File: config.mk
export PLATFORM = sky130hd
export DESIGN_NAME = sdc_core
export DESIGN_NICKNAME = d
export VERILOG_FILES = /design/src/rtl/sdc_pkg.sv /design/src/rtl/sdc_core.sv /design/src/rtl/sdc_fifo.sv
export SDC_FILE = /design/constraint.sdc
export NUM_CORES = 1
export LEC_CHECK = 0
export ABC_AREA = 1
export BUFFER_PORTS_ARGS = -buffer_cell sky130_fd_sc_hd__buf_2
export CAP_MARGIN = 30
export CORE_MARGIN = 2
export CORE_UTILIZATION = 51
export CTS_CLUSTER_DIAMETER = 100
export DETAILED_ROUTE_END_ITERATION = 10
export PLACE_DENSITY = 0.68
export SLEW_MARGIN = 20
export SYNTH_ARGS = -nofsm -noshare
export SYNTH_HDL_FRONTEND = slang
export SYNTH_HIERARCHICAL = 1
export SYNTH_SLANG_ARGS = --single-unit
File: constraint.sdc
create_clock -name clk -period 10.11 [get_ports clk]
set_clock_uncertainty 0.2 [all_clocks]
set_input_delay 2.022 -clock clk [delete_from_list [all_inputs] [get_ports clk]]
set_output_delay 2.022 -clock clk [all_outputs]
set_load 0.02 [all_outputs]
File: src/rtl/sdc_pkg.sv
/*
 * Shared constants, command codes, mode fields and carrier types for the
 * two-bank synchronous DRAM command core and its write-data FIFO.
 * Assumes a single 40 MHz clock and a controller that keeps its own side
 * of the command protocol.
 */
package sdc_pkg;
    localparam int ADDR_W = 12;
    localparam int DATA_W = 16;
    localparam int MASK_W = 2;
    localparam int COL_W = 8;
    localparam int ROW_W = 11;
    localparam int LEN_W = 9;
    localparam int BANKS = 2;
    localparam int BANK_BIT = 11;
    localparam int AP_BIT = 10;
    localparam int FIFO_DEPTH = 16;

    // command codes as {ras_n, cas_n, we_n} with chip_select low
    localparam logic [2:0] OP_NOP = 3'h7;
    localparam logic [2:0] OP_STOP = 3'h6;
    localparam logic [2:0] OP_READ = 3'h5;
    localparam logic [2:0] OP_WRITE = 3'h4;
    localparam logic [2:0] OP_OPEN = 3'h3;
    localparam logic [2:0] OP_CLOSE = 3'h2;
    localparam logic [2:0] OP_REFRESH = 3'h1;
    localparam logic [2:0] OP_MODE = 3'h0;

    localparam logic [2:0] BL_1 = 3'h0;
    localparam logic [2:0] BL_2 = 3'h1;
    localparam logic [2:0] BL_4 = 3'h2;
    localparam logic [2:0] BL_8 = 3'h3;
    localparam logic [2:0] BL_PAGE = 3'h7;
    localparam logic BT_SEQ = 1'h0;
    localparam logic [2:0] CL_2 = 3'h2;
    localparam logic [2:0] CL_3 = 3'h3;
    localparam logic [4:0] WM_BURST = 5'h00;
    localparam logic [4:0] WM_SINGLE = 5'h04;

    localparam logic [LEN_W-1:0] LEN_1 = 9'h001;
    localparam logic [LEN_W-1:0] LEN_2 = 9'h002;
    localparam logic [LEN_W-1:0] LEN_4 = 9'h004;
    localparam logic [LEN_W-1:0] LEN_8 = 9'h008;
    localparam logic [LEN_W-1:0] LEN_PAGE = 9'h100;

    typedef enum logic [2:0] {
        BK_IDLE,
        BK_ACTIVE,
        BK_READ,
        BK_WRITE,
        BK_READ_CLOSE,
        BK_WRITE_CLOSE
    } sdc_bank_e;

    typedef struct packed {
        logic cke;
        logic cs_n;
        logic ras_n;
        logic cas_n;
        logic we_n;
        logic [ADDR_W-1:0] addr;
        logic [MASK_W-1:0] dqm;
        logic [DATA_W-1:0] dq;
    } sdc_pins_s;

    // field order matches A11..A0 so a mode_load is a plain cast
    typedef struct packed {
        logic [4:0] wmode;
        logic [2:0] cl;
        logic bt;
        logic [2:0] bl;
    } sdc_mode_s;

    typedef struct packed {
        logic bank;
        logic [ROW_W-1:0] row;
        logic [COL_W-1:0] col;
    } sdc_loc_s;

    typedef struct packed {
        sdc_loc_s loc;
        logic [MASK_W-1:0] mask;
        logic [DATA_W-1:0] data;
    } sdc_word_s;

    typedef struct packed {
        logic oe_n;
        logic [DATA_W-1:0] data;
    } sdc_slot_s;

    localparam sdc_pins_s PINS_IDLE = '{cke: 1'h0, cs_n: 1'h1, ras_n: 1'h1,
        cas_n: 1'h1, we_n: 1'h1, addr: 12'h000, dqm: 2'h3, dq: 16'h0000};
    localparam sdc_mode_s MODE_RESET = '{wmode: WM_BURST, cl: CL_2, bt: BT_SEQ,
        bl: BL_1};
    localparam sdc_slot_s SLOT_IDLE = '{oe_n: 1'h1, data: 16'h0000};
endpackage

File: src/rtl/sdc_core.sv
/*
 * Command core of a two-bank synchronous DRAM: pin sampling, command decode,
 * per-bank state, mode latch, burst column generator, read latency pipe and
 * a write stream into a FIFO toward the storage array.
 * Assumes the storage array answers rd_req in the same cycle on rd_data and
 * drains wr_word when it raises wr_ready; the controller keeps its timing.
 */
`timescale 1ns/100ps
module sdc_core (
    input wire logic clk,
    input wire logic rst,
    input wire logic ce,
    input wire sdc_pkg::sdc_pins_s pins,
    output logic [sdc_pkg::DATA_W-1:0] dq_out,
    output logic dq_oe_n,
    output logic rd_req,
    output sdc_pkg::sdc_loc_s rd_loc,
    input wire logic [sdc_pkg::DATA_W-1:0] rd_data,
    output logic wr_valid,
    input wire logic wr_ready,
    output sdc_pkg::sdc_word_s wr_word,
    output sdc_pkg::sdc_bank_e bank0_state,
    output sdc_pkg::sdc_bank_e bank1_state,
    output sdc_pkg::sdc_mode_s mode,
    output logic power_down,
    output logic self_refresh,
    output logic suspended,
    output logic cmd_illegal
);
    import sdc_pkg::*;

    sdc_pins_s pin_m;
    sdc_pins_s pin;
    logic cke_prev;
    logic run;
    logic cmd_v;
    logic [2:0] op;
    logic sel;
    logic ap;
    logic [COL_W-1:0] cmd_col;
    logic is_rd;
    logic is_wr;
    logic is_open;
    logic is_close;
    logic is_stop;
    logic is_ref;
    logic is_mode;
    logic new_burst;
    logic stop_ok;
    logic both_idle;
    logic sr_entry;

    sdc_bank_e bank_st [BANKS];
    logic [ROW_W-1:0] row [BANKS];

    logic bu_act;
    logic bu_wr;
    logic bu_bank;
    logic bu_bt;
    logic [COL_W-1:0] bu_start;
    logic [LEN_W-1:0] bu_idx;
    logic [LEN_W-1:0] bu_len;
    logic fin;
    logic [LEN_W-1:0] cur_len;
    logic beat_v;
    logic beat_wr;
    logic beat_bank;
    logic [COL_W-1:0] beat_col;
    logic beat_go;
    logic fifo_in_ready;
    sdc_word_s fifo_in;
    logic cl_slot;
    sdc_slot_s pipe [2];

    // pins come from another timing domain, so two flops before any use
    always_ff @(posedge clk) begin
        if (rst) begin
            pin_m <= PINS_IDLE;
            pin <= PINS_IDLE;
        end else if (ce) begin
            pin_m <= pins;
            pin <= pin_m;
        end
    end

    always_ff @(posedge clk) begin
        if (rst) begin
            cke_prev <= 1'b0;
        end else if (ce) begin
            cke_prev <= pin.cke;
        end
    end

    // the first sampled high already runs; no extra wake cycle
    // limitation: the two sampling flops still add two clocks of delay
    assign run = ce && pin.cke;
    assign cmd_v = run && !pin.cs_n;
    assign op = {pin.ras_n, pin.cas_n, pin.we_n};
    assign sel = pin.addr[BANK_BIT];
    assign ap = pin.addr[AP_BIT];
    // A8 and A9 fall outside the column slice
    assign cmd_col = pin.addr[COL_W-1:0];

    // chip_select high is chip_ignore; otherwise the strobes pick one
    assign is_rd = cmd_v && (op == OP_READ);
    assign is_wr = cmd_v && (op == OP_WRITE);
    assign is_open = cmd_v && (op == OP_OPEN);
    assign is_close = cmd_v && (op == OP_CLOSE);
    assign is_stop = cmd_v && (op == OP_STOP);
    assign is_ref = cmd_v && (op == OP_REFRESH);
    assign is_mode = cmd_v && (op == OP_MODE);
    assign new_burst = is_rd || is_wr;

    assign both_idle = (bank_st[0] == BK_IDLE) && (bank_st[1] == BK_IDLE);

    // refresh strobes seen on the cycle clock_enable falls
    assign sr_entry = ce && cke_prev && !pin.cke && !pin.cs_n && (op == OP_REFRESH);

    function automatic logic [LEN_W-1:0] burst_len(input logic [2:0] bl);
        logic [LEN_W-1:0] len;
        len = LEN_1;
        case (bl)
            BL_2: len = LEN_2;
            BL_4: len = LEN_4;
            BL_8: len = LEN_8;
            BL_PAGE: len = LEN_PAGE;
            default: len = LEN_1;
        endcase
        return len;
    endfunction

    // column of beat idx inside the aligned block of the burst length
    function automatic logic [COL_W-1:0] col_at(
        input logic [COL_W-1:0] start,
        input logic [COL_W-1:0] idx,
        input logic [LEN_W-1:0] len,
        input logic bt
    );
        logic [COL_W-1:0] wrap;
        logic [COL_W-1:0] off;
        wrap = COL_W'(len - LEN_1);
        if (bt == BT_SEQ) begin
            off = (start + idx) & wrap;
        end else begin
            off = (start ^ idx) & wrap;
        end
        return (start & ~wrap) | off;
    endfunction

    // single-write mode forces one word per write only
    // length field picks 1, 2, 4, 8 or page
    always_comb begin
        if (is_wr && (mode.wmode == WM_SINGLE)) begin
            cur_len = LEN_1;
        end else begin
            cur_len = burst_len(mode.bl);
        end
    end

    assign fin = bu_act && (bu_idx == bu_len);

    // the command cycle is the first beat at the supplied column
    assign beat_v = new_burst || (bu_act && !fin);
    assign beat_wr = new_burst ? is_wr : bu_wr;
    assign beat_bank = new_burst ? sel : bu_bank;
    // later columns made internally in the programmed order
    assign beat_col = new_burst ? cmd_col
        : col_at(bu_start, bu_idx[COL_W-1:0], bu_len, bu_bt);

    // a full write FIFO holds the burst rather than drop a word
    assign beat_go = run && beat_v && !(beat_wr && !fifo_in_ready);

    // burst_stop honoured only with page length
    assign stop_ok = is_stop && (mode.bl == BL_PAGE) && bu_act;

    always_ff @(posedge clk) begin
        if (rst) begin
            bu_act <= 1'b0;
            bu_wr <= 1'b0;
            bu_bank <= 1'b0;
            bu_bt <= BT_SEQ;
            bu_start <= '0;
            bu_idx <= '0;
            bu_len <= LEN_1;
        end else if (run) begin
            if (new_burst) begin
                bu_act <= 1'b1;
                bu_wr <= is_wr;
                bu_bank <= sel;
                bu_bt <= mode.bt;
                bu_start <= cmd_col;
                bu_len <= cur_len;
                bu_idx <= beat_go ? LEN_1 : '0;
            end else if (stop_ok || fin || (is_close && (ap || (sel == bu_bank)))) begin
                bu_act <= 1'b0;
            end else if (beat_go) begin
                // page bursts run 256 beats, wrapping the column
                bu_idx <= bu_idx + LEN_1;
            end
        end
    end

    always_ff @(posedge clk) begin
        if (rst) begin
            bank_st[0] <= BK_IDLE;
            bank_st[1] <= BK_IDLE;
        end else if (run) begin
            for (int b = 0; b < BANKS; b++) begin
                // each bank reacts to commands that address it, to a close with A10 high and to a new burst on the other bank
                if (is_close && (ap || (sel == 1'(b)))) begin
                    bank_st[b] <= BK_IDLE;
                end else if (is_open && (sel == 1'(b)) && (bank_st[b] == BK_IDLE)) begin
                    bank_st[b] <= BK_ACTIVE;
                end else if (is_rd && (sel == 1'(b))) begin
                    bank_st[b] <= ap ? BK_READ_CLOSE : BK_READ;
                end else if (is_wr && (sel == 1'(b))) begin
                    bank_st[b] <= ap ? BK_WRITE_CLOSE : BK_WRITE;
                end else if (bu_act && (bu_bank == 1'(b)) && (new_burst || stop_ok || fin)) begin
                    // burst ended or taken over by the other bank
                    if ((bank_st[b] == BK_READ_CLOSE) || (bank_st[b] == BK_WRITE_CLOSE)) begin
                        bank_st[b] <= BK_IDLE;
                    end else begin
                        bank_st[b] <= BK_ACTIVE;
                    end
                end
            end
        end
    end

    assign bank0_state = bank_st[0];
    assign bank1_state = bank_st[1];

    always_ff @(posedge clk) begin
        if (rst) begin
            row[0] <= '0;
            row[1] <= '0;
        end else if (is_open && (bank_st[sel] == BK_IDLE)) begin
            // a refused open must not disturb the row of an active bank
            row[sel] <= pin.addr[ROW_W-1:0];
        end
    end

    // controller guarantees both banks idle here
    always_ff @(posedge clk) begin
        if (rst) begin
            mode <= MODE_RESET;
        end else if (is_mode) begin
            mode <= sdc_mode_s'(pin.addr);
        end
    end

    // write beats carry the word sampled on the beat cycle
    assign fifo_in.loc.bank = beat_bank;
    assign fifo_in.loc.row = row[beat_bank];
    assign fifo_in.loc.col = beat_col;
    assign fifo_in.mask = pin.dqm;
    assign fifo_in.data = pin.dq;

    sdc_fifo #(
        .W($bits(sdc_word_s)),
        .DEPTH(FIFO_DEPTH)
    ) u_wr_fifo (
        .clk(clk),
        .rst(rst),
        .ce(ce),
        .in_valid(beat_go && beat_wr),
        .in_ready(fifo_in_ready),
        .in_data(fifo_in),
        .out_valid(wr_valid),
        .out_ready(wr_ready),
        .out_data(wr_word)
    );

    always_ff @(posedge clk) begin
        if (rst) begin
            rd_req <= 1'b0;
            rd_loc <= '0;
        end else if (ce) begin
            rd_req <= beat_go && !beat_wr;
            if (beat_go && !beat_wr) begin
                rd_loc.bank <= beat_bank;
                rd_loc.row <= row[beat_bank];
                rd_loc.col <= beat_col;
            end
        end
    end

    // latency 3 enters one slot further back than latency 2
    assign cl_slot = mode.cl == CL_3;

    always_ff @(posedge clk) begin
        if (rst) begin
            pipe[0] <= SLOT_IDLE;
            pipe[1] <= SLOT_IDLE;
        end else if (ce) begin
            pipe[0] <= pipe[1];
            pipe[1] <= SLOT_IDLE;
            if (rd_req) begin
                pipe[cl_slot] <= '{oe_n: 1'b0, data: rd_data};
            end
        end
    end

    assign dq_out = pipe[0].data;
    assign dq_oe_n = pipe[0].oe_n;

    // low power needs idle banks, else clock_enable low is a suspend
    always_ff @(posedge clk) begin
        if (rst) begin
            power_down <= 1'b0;
            suspended <= 1'b0;
            self_refresh <= 1'b0;
        end else if (ce) begin
            power_down <= !pin.cke && both_idle && !bu_act && !self_refresh && !sr_entry;
            suspended <= !pin.cke && !(both_idle && !bu_act);
            if (pin.cke) begin
                self_refresh <= 1'b0;
            end else if (sr_entry && both_idle) begin
                self_refresh <= 1'b1;
            end
        end
    end

    // one-cycle flag for commands outside the protocol
    always_ff @(posedge clk) begin
        if (rst) begin
            cmd_illegal <= 1'b0;
        end else if (ce) begin
            cmd_illegal <= (is_stop && (mode.bl != BL_PAGE))
                || (is_open && (bank_st[sel] != BK_IDLE))
                || (new_burst && (bank_st[sel] == BK_IDLE))
                || (is_mode && !both_idle)
                || (is_ref && !both_idle);
        end
    end
endmodule

File: src/rtl/sdc_fifo.sv
/*
 * Parameterised first-in first-out buffer with a registered output stage.
 * Assumes one clock; ce low freezes all state.
 */
`timescale 1ns/100ps
module sdc_fifo #(
    parameter int W = 8,
    parameter int DEPTH = 16
) (
    input wire logic clk,
    input wire logic rst,
    input wire logic ce,
    input wire logic in_valid,
    output logic in_ready,
    input wire logic [W-1:0] in_data,
    output logic out_valid,
    input wire logic out_ready,
    output logic [W-1:0] out_data
);
    localparam int AW = $clog2(DEPTH);
    logic [W-1:0] mem [DEPTH];
    logic [AW:0] wr_ptr;
    logic [AW:0] rd_ptr;
    logic empty;
    logic push;
    logic load;

    assign empty = wr_ptr == rd_ptr;
    assign in_ready = !((wr_ptr[AW] != rd_ptr[AW]) && (wr_ptr[AW-1:0] == rd_ptr[AW-1:0]));
    assign push = in_valid && in_ready;
    // output stage refills as soon as it is empty or being taken
    assign load = !empty && (!out_valid || out_ready);

    always_ff @(posedge clk) begin
        if (ce && push) begin
            mem[wr_ptr[AW-1:0]] <= in_data;
        end
    end

    always_ff @(posedge clk) begin
        if (rst) begin
            wr_ptr <= '0;
            rd_ptr <= '0;
        end else if (ce) begin
            if (push) begin
                wr_ptr <= wr_ptr + 1'b1;
            end
            if (load) begin
                rd_ptr <= rd_ptr + 1'b1;
            end
        end
    end

    always_ff @(posedge clk) begin
        if (rst) begin
            out_valid <= 1'b0;
            out_data <= '0;
        end else if (ce) begin
            if (load) begin
                out_valid <= 1'b1;
                out_data <= mem[rd_ptr[AW-1:0]];
            end else if (out_ready) begin
                out_valid <= 1'b0;
            end
        end
    end
endmodule

Yosys cells after proc, flatten, opt, wreduce, memory -nomap -nowiden

Memories as Yosys holds them, arrays and structs flattened. A register that Yosys moved wholly into a read port is not among the register bits.
Index checks and enable logic that the tools add are counted.
Widths: inputs -> output; s select.

Add/subtract/negate cells: 5
$mul: 0
Div/mod/pow operators: 0
Magnitude comparators: 0
Eq/ne operators: 23
Shift-type cells: 0
Multiplexer cells: 131
Bitwise gates (word level): 22
Reduce and logical (&&, ||, !) cells: 103

Operators with widths:

| kind                | count |
|---|---|
| $mux 1              | 107 |
| $logic_and 1x1->1   | 56 |
| $mux 3              | 14 |
| $mux 9              | 4 |
| $pmux 9 s4          | 1 |
| $mux 17             | 2 |
| $and 8x8->8         | 3 |
| $eq 3x3->1 const B  | 8 |
| $logic_or 1x1->1    | 16 |
| $mux 8              | 2 |
| $eq 3x2->1 const B  | 5 |
| $or 1x1->1          | 14 |
| $reduce_and 2->1    | 7 |
| $logic_not 1->1     | 13 |
| $logic_not 3->1     | 4 |
| $mux 11             | 1 |
| $reduce_or 11->1    | 1 |
| $add 5x1->5 const B | 2 |
| $add 9x1->9 const B | 1 |
| $eq 9x9->1          | 1 |
| $add 8x8->8         | 1 |
| $not 8->8           | 1 |
| $or 8x8->8          | 1 |
| $reduce_bool 2->1   | 4 |
| 13 further kinds    | 15 |

Register bits after elaboration: 149
Latch bits: 0
Bits in writable memories: 670
Memory bits (read-only): 0
Input bits: 55
Output and inout bits: 99
Logic and storage cells: 327
Memories: 4

Memory list:

| name          | depth | width | rd ports | clocked after Yosys merged registers in | write ports | RTL line       | source |
|---|---|---|---|---|---|---|---|
| u_wr_fifo.mem | 16    | 38    | 1        | 1                                       | 1           | sdc_fifo.sv:21 | `logic [W-1:0] mem [DEPTH];` |
| pipe          | 2     | 17    | 2        | 0                                       | 3           | sdc_core.sv:73 | `sdc_slot_s pipe [2];` |
| row           | 2     | 11    | 1        | 0                                       | 2           | sdc_core.sv:54 | `logic [ROW_W-1:0] row [BANKS];` |
| bank_st       | 2     | 3     | 3        | 1                                       | 2           | sdc_core.sv:53 | `sdc_bank_e bank_st [BANKS];` |

Longest topological paths before layout

Gate-level depths: netlist (run 1).

Word-level depth: 18
Gate-level depth with buffers: 14
Depth with buffers taken out: 14

Hierarchy

The synthesis (run 1) kept the hierarchy.

By module, submodules not included:

| module   | times used | cells an instance | area an instance (sq um) | sequential area each (sq um) |
|---|---|---|---|---|
| sdc_fifo | 1          | 2650              | 27592.7                  | 19238.5 |
| sdc_core | 1          | 993               | 8364.3                   | 4544.4 |

Worst setup path after synthesis (run 1)

No wires, ideal clock.

Kind: input to register
From: input ce
To: memory u_wr_fifo/mem[0][0] (netlist name) (enable)
Setup time: 433 ps
Arrival: 4877 ps
Required time: 9477 ps
Slack: 4600 ps
Cell stages on the path: 13
Buffers on the path: 0
Cell sequence: nand2_2 nor2_4 nand2_4 nor2_8 inv_4 nand2_1 and3_1 nand2_1 inv_1 nand2_1 inv_2 nand2_1 nor2_1

Word-level cells in the longest chain between the ends: 13
Elaborated cells between the ends (all ways): 16
Classes of those cells: 3 x mux; 13 x reduce/logical

Ends and longest elaborated chain:

| what                                        | RTL line                         | source |
|---|---|---|
| start: declaration                          | sdc_core.sv:12                   | `input wire logic ce,` |
| $logic_and 1x1->1                           | sdc_core.sv:96                   | `assign run = ce && pin.cke;` |
| $logic_and 1x1->1                           | sdc_core.sv:97                   | `assign cmd_v = run && !pin.cs_n;` |
| $logic_and 1x1->1, on equally long branches | sdc_core.sv:105, sdc_core.sv:106 |  |
| $logic_or 1x1->1                            | sdc_core.sv:112                  | `assign new_burst = is_rd \|\| is_wr;` |
| $mux 1                                      | --                               |  |
| $logic_and 1x1->1                           | sdc_core.sv:171                  | `assign beat_go = run && beat_v && !(beat_wr && !fifo_in_ready);` |
| $logic_not 1->1                             | sdc_core.sv:171                  |  |
| $logic_and 1x1->1                           | sdc_core.sv:171                  |  |
| $logic_and 1x1->1                           | sdc_core.sv:266                  | `.in_valid(beat_go && beat_wr),` |
| $logic_and 1x1->1                           | sdc_fifo.sv:30                   | `assign push = in_valid && in_ready;` |
| $logic_and 1x1->1 *                         | sdc_fifo.sv:35                   | `if (ce && push) begin` |
| $mux 1 *                                    | sdc_fifo.sv:35                   |  |
| $mux 1 (not written as such) *              | sdc_fifo.sv:36                   | `mem[wr_ptr[AW-1:0]] <= in_data;` |
| end: declaration                            | sdc_fifo.sv:21                   |  |

Every way passes the cells marked *; elsewhere a longest branch is shown, timed or not.

Worst setup path in the final report (run 1)

From: input ce
To: memory u_wr_fifo/mem[10][9] (netlist name) (enable)

The elaborated chain is that of the path after synthesis.

==> results of run 1 <==
worst min-delay path by stage:
| stage | startpoint | end | slack, ps | cells after the start |
|---|---|---|---|---|
| after floorplan | pipe[1][16] | pipe[0][16] | 230 | 2 |
| after global routing | pin_m[11] | fifo_in[11] | 290 | 2 |
| after CTS | pipe[1][16] | pipe[0][16] | 260 | 2 |
| after detailed placement | pin_m[16] | fifo_in[16] | 250 | 2 |
| final | pin_m[33] | pin_m[33] | 260 | 2 |
| after global placement | pin_m[16] | pin_m[16] | 240 | 2 |
layout make-up:
cell class / count / area, um2 / share of cell area
flip-flops and latches: 854 / 23800 / 0.588
multi-input cells: 2082 / 9430 / 0.233
clock buffers: 116 / 2410 / 0.0596
inverters: 530 / 2010 / 0.0496
repair buffers: 193 / 1190 / 0.0294
well taps: 940 / 1180 / 0.0291
clock inverters: 46 / 439 / 0.0109
cell families (layout without fill, tap and decap cells):
| logic type | after synthesis | after routing | synth area share |
|---|---|---|---|
| DFF | 854 | 854 | 0.661 |
| xor gates and xnor gates | 21 | 21 | 0.00512 |
| AOI/OAI and AO/OA | 405 | 405 | 0.0591 |
| buffers and inverters | 707 | 885 | 0.0806 |
| adders and majority gates | 16 | 16 | 0.00578 |
| and+or+nand+nor | 1640 | 1640 | 0.188 |
flip-flops by register name, summed over array words and instances, names as in the netlist, 6 cells and up, named ones only:
signal and count:
fifo_in 18, bank_st 6, pin_m 35, u_wr_fifo/mem 608, row 22, cmd_col 8
pipe 34, mode 12, bu_idx 9, rd_loc 20, bu_start 8, u_wr_fifo/out_data 38
through the flow:
| step | area (um2) | utilization |
|---|---|---|
| 3_3_place_gp | 37400 | 0.535 |
| 4_1_cts | 40400 | 0.578 |
| 3_5_place_dp | 37600 | 0.538 |
| 6_report | 40400 | 0.579 |
| 2_1_floorplan | 36000 | - |
| 5_1_grt | 40400 | 0.579 |
worst register-to-register path, stage by stage, from the launching register on:
cell and delay, ps:
sky130_fd_sc_hd__dfxtp_2 310, sky130_fd_sc_hd__buf_4 310, sky130_fd_sc_hd__inv_2 780, sky130_fd_sc_hd__nand2_1 110, sky130_fd_sc_hd__nand2_1 100, sky130_fd_sc_hd__nor2_1 70
sky130_fd_sc_hd__nand3b_1 310, sky130_fd_sc_hd__and3_1 220, sky130_fd_sc_hd__nand2_1 70, sky130_fd_sc_hd__inv_1 140, sky130_fd_sc_hd__nand2_1 200, sky130_fd_sc_hd__inv_2 170
sky130_fd_sc_hd__nand2_1 230, sky130_fd_sc_hd__nor2_4 670, sky130_fd_sc_hd__buf_4 490
cell usage in the layout (no fill, tap or decap), types with 4 or more instances in the layout:
cell and count:
sky130_fd_sc_hd__nand2_1 760, sky130_fd_sc_hd__edfxtp_1 668, sky130_fd_sc_hd__inv_1 512, sky130_fd_sc_hd__nor2_1 479
sky130_fd_sc_hd__nand3_1 323, sky130_fd_sc_hd__o21ai_0 256, sky130_fd_sc_hd__dfxtp_1 183, sky130_fd_sc_hd__buf_2 152
sky130_fd_sc_hd__a21oi_1 93, sky130_fd_sc_hd__clkbuf_16 91, sky130_fd_sc_hd__buf_4 33, sky130_fd_sc_hd__clkbuf_1 21
sky130_fd_sc_hd__nor2_4 20, sky130_fd_sc_hd__clkinv_1 20, sky130_fd_sc_hd__nand2_2 18, sky130_fd_sc_hd__o22ai_1 18
sky130_fd_sc_hd__ha_1 15, sky130_fd_sc_hd__inv_2 13, sky130_fd_sc_hd__xor2_1 13, sky130_fd_sc_hd__clkinv_2 13
sky130_fd_sc_hd__o21ai_1 12, sky130_fd_sc_hd__nor3_1 10, sky130_fd_sc_hd__xnor2_1 8, sky130_fd_sc_hd__nand4_1 8
sky130_fd_sc_hd__nor2_2 7, sky130_fd_sc_hd__bufinv_16 7, sky130_fd_sc_hd__nand2_4 5, sky130_fd_sc_hd__a22oi_1 5
sky130_fd_sc_hd__a31oi_1 4, sky130_fd_sc_hd__clkbuf_8 4, sky130_fd_sc_hd__buf_16 4
layer usage:
layer | up-vias | GRT usage | share of wire
met2 | 797 | 0.390 | 0.48
li1 | 12100 | - | -
met4 | 0 | 0.0968 | 0.035
met3 | 167 | 0.0360 | 0.066
met5 | - | 0 | 0
met1 | 11600 | 0.309 | 0.42
power groups by stage:
stage	Clock, mW	Sequential (mW)	Combinational [mW]
after floorplan	0	3.87	0.0451
after global placement	0	3.88	0.0915
after detailed placement	0	3.88	0.0930
after CTS	3.24	3.80	0.0935
after global routing	3.38	3.80	0.103
final	3.19	3.80	0.0929
==> impl_metrics.csv, run 1 <==
group,metric,value,unit
setup_path,worst-endpoint-arrival,5360,ps
yosys,synth.top_cells.by_count,"761 x sky130_fd_sc_hd__nand2_1, 668 x sky130_fd_sc_hd__edfxtp_1, 514 x sky130_fd_sc_hd__inv_1, 497 x sky130_fd_sc_hd__nor2_1, 323 x sky130_fd_sc_hd__nand3_1",
yosys,synth_seq_area_share,0.661,
setup_path,timing.critical_path.to_type,"flop",
clock_network,postCtsSetupBuffers,0,
place,globalplace.congestion,0.866,
setup_path,critical_path.cell_chain,"buf_2 -> nand2_2 -> nor2_4 -> nand2_4 -> nor2_8 -> inv_4 -> nand2_1 -> and3_1 -> nand2_1 -> inv_1 -> nand2_1 -> inv_2 -> nand2_1 -> nor2_4 -> buf_4",
clock_network,post_cts_resize_count,0,
yosys,synth_top_cells_by_area,"sky130_fd_sc_hd__edfxtp_1 56%, sky130_fd_sc_hd__dfxtp_1 10%, sky130_fd_sc_hd__nand2_1 7.9%",
yosys,netlist-cell-type-count,46,
drt,ant_nets,0,
yosys,synth.ff_latch_count,854,
pwr,power.static_leakage,16.9,nW
yosys,synthMostInstantiatedCell,"sky130_fd_sc_hd__nand2_1",
place,port_buffers,153,
pwr,max_vdd_drop,0.000140,V
layout,post_route_cells_drive_above_1_share,0.103,
drt,post_drt_via_cell_ratio,5.17,
layout,layoutNonFillerInstCount,4761,
clock_network,ctsHoldBuffers,0,
clock_network,clkSlewWorstSetupHoldPaths,60,ps
yosys,yosys.area.top_type,"sky130_fd_sc_hd__edfxtp_1",
floorplanning,initial_utilization,0.514,
floorplanning,die_height,270,um
setup_path,crit_end,"u_wr_fifo/mem[10][9]",
setup_path,critical_path_peak_fanout,23,
pwr,clkPwrFrac,0.450,
pwr,pwr-share-comb,0.013,
layout,final_net_count,3820,
setup_path,standard_cell_with_the_maximum_stage_delay_on_the_critical_path,"sky130_fd_sc_hd__nor2_4",
pwr,power.sequential.fraction,0.536,
clock_network,cts.sinks,854,
setup_path,startpoint,"ce",
setup_path,cp_num_cells,15,
clock_network,clk_path_buf_depth,3,
yosys,synth-async-reset-ratio,0,
grt,overflow_left_after_global_routing,0,
sta,report.final.setup_viol,0,
grt,global_route_wire_length_before_repair,133000,um
drt,initialDrtViolationCount,2021,
pwr,pwr_density_cell,175,nW/um2
yosys,synth_edf_count,668,
drt,via_count,24600,
place,placed_cells,4599,
place,hpwl_after_detailed_placement,49800,um
drt,avgRoutedWirePerCell,18.0,um
yosys,dominant_register_cell_in_the_synthesized_netlist,"sky130_fd_sc_hd__edfxtp_1",
setup_path,path_class,"in2reg",
floorplanning,boundaryPins,154,
sta,worst_slew_margin_rel,0.308,
layout,layout-area-overhead-vs-synth,12.5,%
clock_network,clockRootBuffer,"sky130_fd_sc_hd__clkbuf_16",
clock_network,cts-buffers-inserted,88,
setup_path,critical_path.startpoint_type,"input port",
yosys,synthCells,3643,
yosys,syn-num-nets,3714,
sta,post-route-min-period,5300,ps
yosys,per_instance_average_area_after_synthesis,9.87,um2
sta,worst-slew-pin-transition,1040,ps
sta,final_max_slew_viol_count,0,
sta,setup_slack,4810,ps
setup_path,timing.reg2reg.worst_path_depth,14,
sta,grt_setup_unrepaired,"no",
grt,gr-usage-all-layers,0.235,
clock_network,tritoncts_clock_tree,"yes",
sta,hold_ws,257,ps
setup_path,critPathMaxStageDelay,670,ps
drt,drt_pass1_iterations,5,
yosys,synth_area,36000,um2
sta,fin_setup_tns,0,ps
setup_path,critical_path.top_delay_family,"simple AND/OR/NAND/NOR gates",
floorplanning,die_width,270,um
layout,fillers,5898,
sta,max_clock_freq,0.189,GHz
yosys,yosysTopAreaCellShare,0.558,
run_status,outcome,"finished, final reports clean",
sta,final_hold_viol_count,0,
worst_hold_path,hp-class,"reg2reg",
setup_path,timing.critical_path.required,10170,ps
yosys,synth-warning-count,6,
layout,antenna_cells,0,
pwr,power_report.internal_total,5.67,mW
floorplanning,fp.dieArea,72600,um2
setup_path,worst-r2r-setup-slack,5330,ps
floorplanning,number_of_cell_rows,97,
pwr,p_sw,1.42,mW
setup_path,critical_path.most_common_cell,"sky130_fd_sc_hd__nand2_1",
sta,period_share,0.524,
pwr,power_switching_share,0.201,
flow_run,max_cap_violations,0,
drt,drt_drc_violations_left,0,
pwr,finalPower,7.09,mW
setup_path,crit-reg2reg-launch,"u_wr_fifo/rd_ptr[2]",
setup_path,crit-reg2reg-capture,"u_wr_fifo/mem[10][9]",
setup_path,worstPathBufferInverterCount,5,
place,pre_cts_ws,4200,ps
clock_network,clk_latency,650,ps
grt,grt_antenna_before_repair,0,
clock_network,htreeDepth,3,
floorplanning,floorplan.core_area,69900,um2
drt,route.final.wire_length,85700,um
grt,grt_start_max_net_pins,215,
grt,via_count_of_the_first_global_routing_pass,23900,
(Power assumes the default switching activity.)
==> run 2: changes to the inputs <==
Clock period 10.11 ns to 5.1 ns, I/O delays scaled along.
==> run 2 against run 1 <==
Compared with the run above:
- count of clock-buffer cells in the layout rose by 4
- setup slack got worse by 3400 ps
- wire length rose by 2.1%
- flip-flop and latch count did not move
- die area did not move
- via count rose by 0.99%
- final area rose by 0.85%
- first-iteration DRC count rose by 20%
==> impl_metrics.csv, run 2 (synthesized netlist as in run 1, its figures left out) <==
group,metric,value,unit
run_status,outcome,"finished, final reports clean",
clock_network,clkSlewWorstSetupHoldPaths,60,ps
layout,final_net_count,3839,
drt,route.met3.wl,6390,um
drt,via_count,24900,
grt,global_route_wire_length_before_repair,136000,um
sta,report.final.setup_viol,0,
pwr,power.static_leakage,17.1,nW
layout,layout-area-overhead-vs-synth,13.4,%
drt,met2WireLength,41300,um
drt,post_drt_via_cell_ratio,5.20,
grt,grt_start_max_net_pins,214,
sta,fin_setup_tns,0,ps
setup_path,critical_path_peak_fanout,213,
setup_path,standard_cell_with_the_maximum_stage_delay_on_the_critical_path,"sky130_fd_sc_hd__buf_12",
place,hpwl_after_detailed_placement,51500,um
setup_path,timing.critical_path.required,5220,ps
floorplanning,die_height,270,um
place,dpl_cell_area,37700,um2
floorplanning,boundaryPins,154,
grt,overflow_left_after_global_routing,0,
layout,leading_cell_types_in_the_layout_fill_and_taps_excluded,"760 x sky130_fd_sc_hd__nand2_1, 668 x sky130_fd_sc_hd__edfxtp_1, 512 x sky130_fd_sc_hd__inv_1, 479 x sky130_fd_sc_hd__nor2_1, 323 x sky130_fd_sc_hd__nand3_1",
sta,final_hold_viol_count,0,
pwr,max_vdd_drop,0.000280,V
floorplanning,initial_utilization,0.514,
setup_path,path_class,"reg2reg",
clock_network,clk_latency,640,ps
sta,final_max_slew_viol_count,0,
setup_path,timing.critical_path.to_type,"flop",
setup_path,critical_path.most_common_cell,"sky130_fd_sc_hd__nand2_1",
sta,grt_setup_unrepaired,"no",
clock_network,postCtsSetupBuffers,0,
layout,stdcell_area,40800,um2
place,globalplace.congestion,0.871,
clock_network,htreeDepth,3,
floorplanning,number_of_cell_rows,97,
setup_path,critical_path.top_delay_family,"simple AND/OR/NAND/NOR gates",
drt,route.layer.met1.wl,37800,um
flow_run,max_cap_violations,0,
clock_network,clk_path_buf_depth,3,
setup_path,critical_path.cell_chain,"buf_12 -> nand2_1 -> nand2_1 -> nor2_2 -> nand3b_1 -> and3_1 -> nand2_1 -> inv_1 -> nand2_1 -> inv_2 -> nand2_1 -> nor2_4 -> buf_12",
sta,worst_slew_margin_rel,0.0694,
floorplanning,fp.dieArea,72600,um2
layout,post_route_cells_drive_above_1_share,0.111,
floorplanning,floorplan.core_area,69900,um2
grt,via_count_of_the_first_global_routing_pass,23700,
pwr,pwr_density_cell,352,nW/um2
place,port_buffers,153,
clock_network,ctsHoldBuffers,0,
setup_path,critPathMaxStageDelay,470,ps
worst_hold_path,hp-class,"reg2reg",
drt,drt_pass1_iterations,5,
sta,setup_slack,1450,ps
place,pre_cts_ws,964,ps
drt,initialDrtViolationCount,2424,
sta,period_share,0.716,
layout,layout.cells.most_common,"sky130_fd_sc_hd__nand2_1",
floorplanning,die_width,270,um
setup_path,worst-endpoint-arrival,3770,ps
drt,drt_drc_violations_left,0,
drt,route.final.wire_length,87500,um
clock_network,cts.sinks,854,
sta,max_clock_freq,0.274,GHz
grt,grt_antenna_before_repair,1,
drt,ant_nets,0,
sta,post-route-min-period,3650,ps
drt,avgRoutedWirePerCell,18.3,um
setup_path,critical_path.startpoint_type,"flop",
layout,fillers,5884,
clock_network,cts-buffers-inserted,88,
sta,worst-slew-pin-transition,1400,ps
grt,gr-usage-all-layers,0.239,
drt,top_signal_layer_used,"met4",
clock_network,clockRootBuffer,"sky130_fd_sc_hd__clkbuf_16",
clock_network,tritoncts_clock_tree,"yes",
layout,seq_area,23800,um2
layout,largest_reg_flops,608,
sta,hold_ws,254,ps
setup_path,worstPathBufferInverterCount,4,
layout,multi_input_area,9420,um2
clock_network,post_cts_resize_count,0,
run 2: path summary, 6_finish.rpt:
path                            start                    to  slack (ps)  depth (start not counted)
setup / recovery  u_wr_fifo/rd_ptr[0]  u_wr_fifo/mem[10][0]        1450                         13
hold / removal              pin_m[16]           fifo_in[16]         250                          2
setup reg to reg  u_wr_fifo/rd_ptr[0]  u_wr_fifo/mem[10][0]        1450                         13
hold reg to reg             pin_m[16]           fifo_in[16]         250                          2
run 2: stage by stage:
stage / std cells / power, mW / util
global route: 4779 / 14.7 / 0.583
CTS: 4775 / 14.5 / 0.582
finish: 4780 / 14.3 / 0.583
floorplan: 3643 / 7.77 / -
global placement: 4611 / 7.87 / 0.539
detailed placement: 4614 / 7.87 / 0.539
run 2: tightest hold or removal path, cell delays in order (launching register included):
cell,delay [ps]
sky130_fd_sc_hd__dfxtp_1,290
sky130_fd_sc_hd__inv_1,60
sky130_fd_sc_hd__a21oi_1,60
run 2: layer usage:
layer,up-vias,track usage
li1,12100,-
met2,846,0.389
met4,0,0.0727
met3,127,0.0370
met5,-,0
met1,11800,0.333
run 2: power by group:
| part | total [mW] | switching (mW) | leakage [nW] | internal [mW] |
|---|---|---|---|---|
| Combinational | 0.185 | 0.137 | 7.89 | 0.0488 |
| Sequential | 7.54 | 0.0448 | 7.74 | 7.49 |
| Clock | 6.62 | 2.64 | 1.45 | 3.97 |
| Total | 14.3 | 2.83 | 17.1 | 11.5 |
run 2: final cells by class:
cell class,count,area share
clock inverter,41,0.0132
inverter,530,0.0492
sequential,854,0.583
clock buffer,120,0.0600
multi-input combinational,2082,0.231
tap,940,0.0288
timing repair buffer,212,0.0345
antenna,1,0.0000614
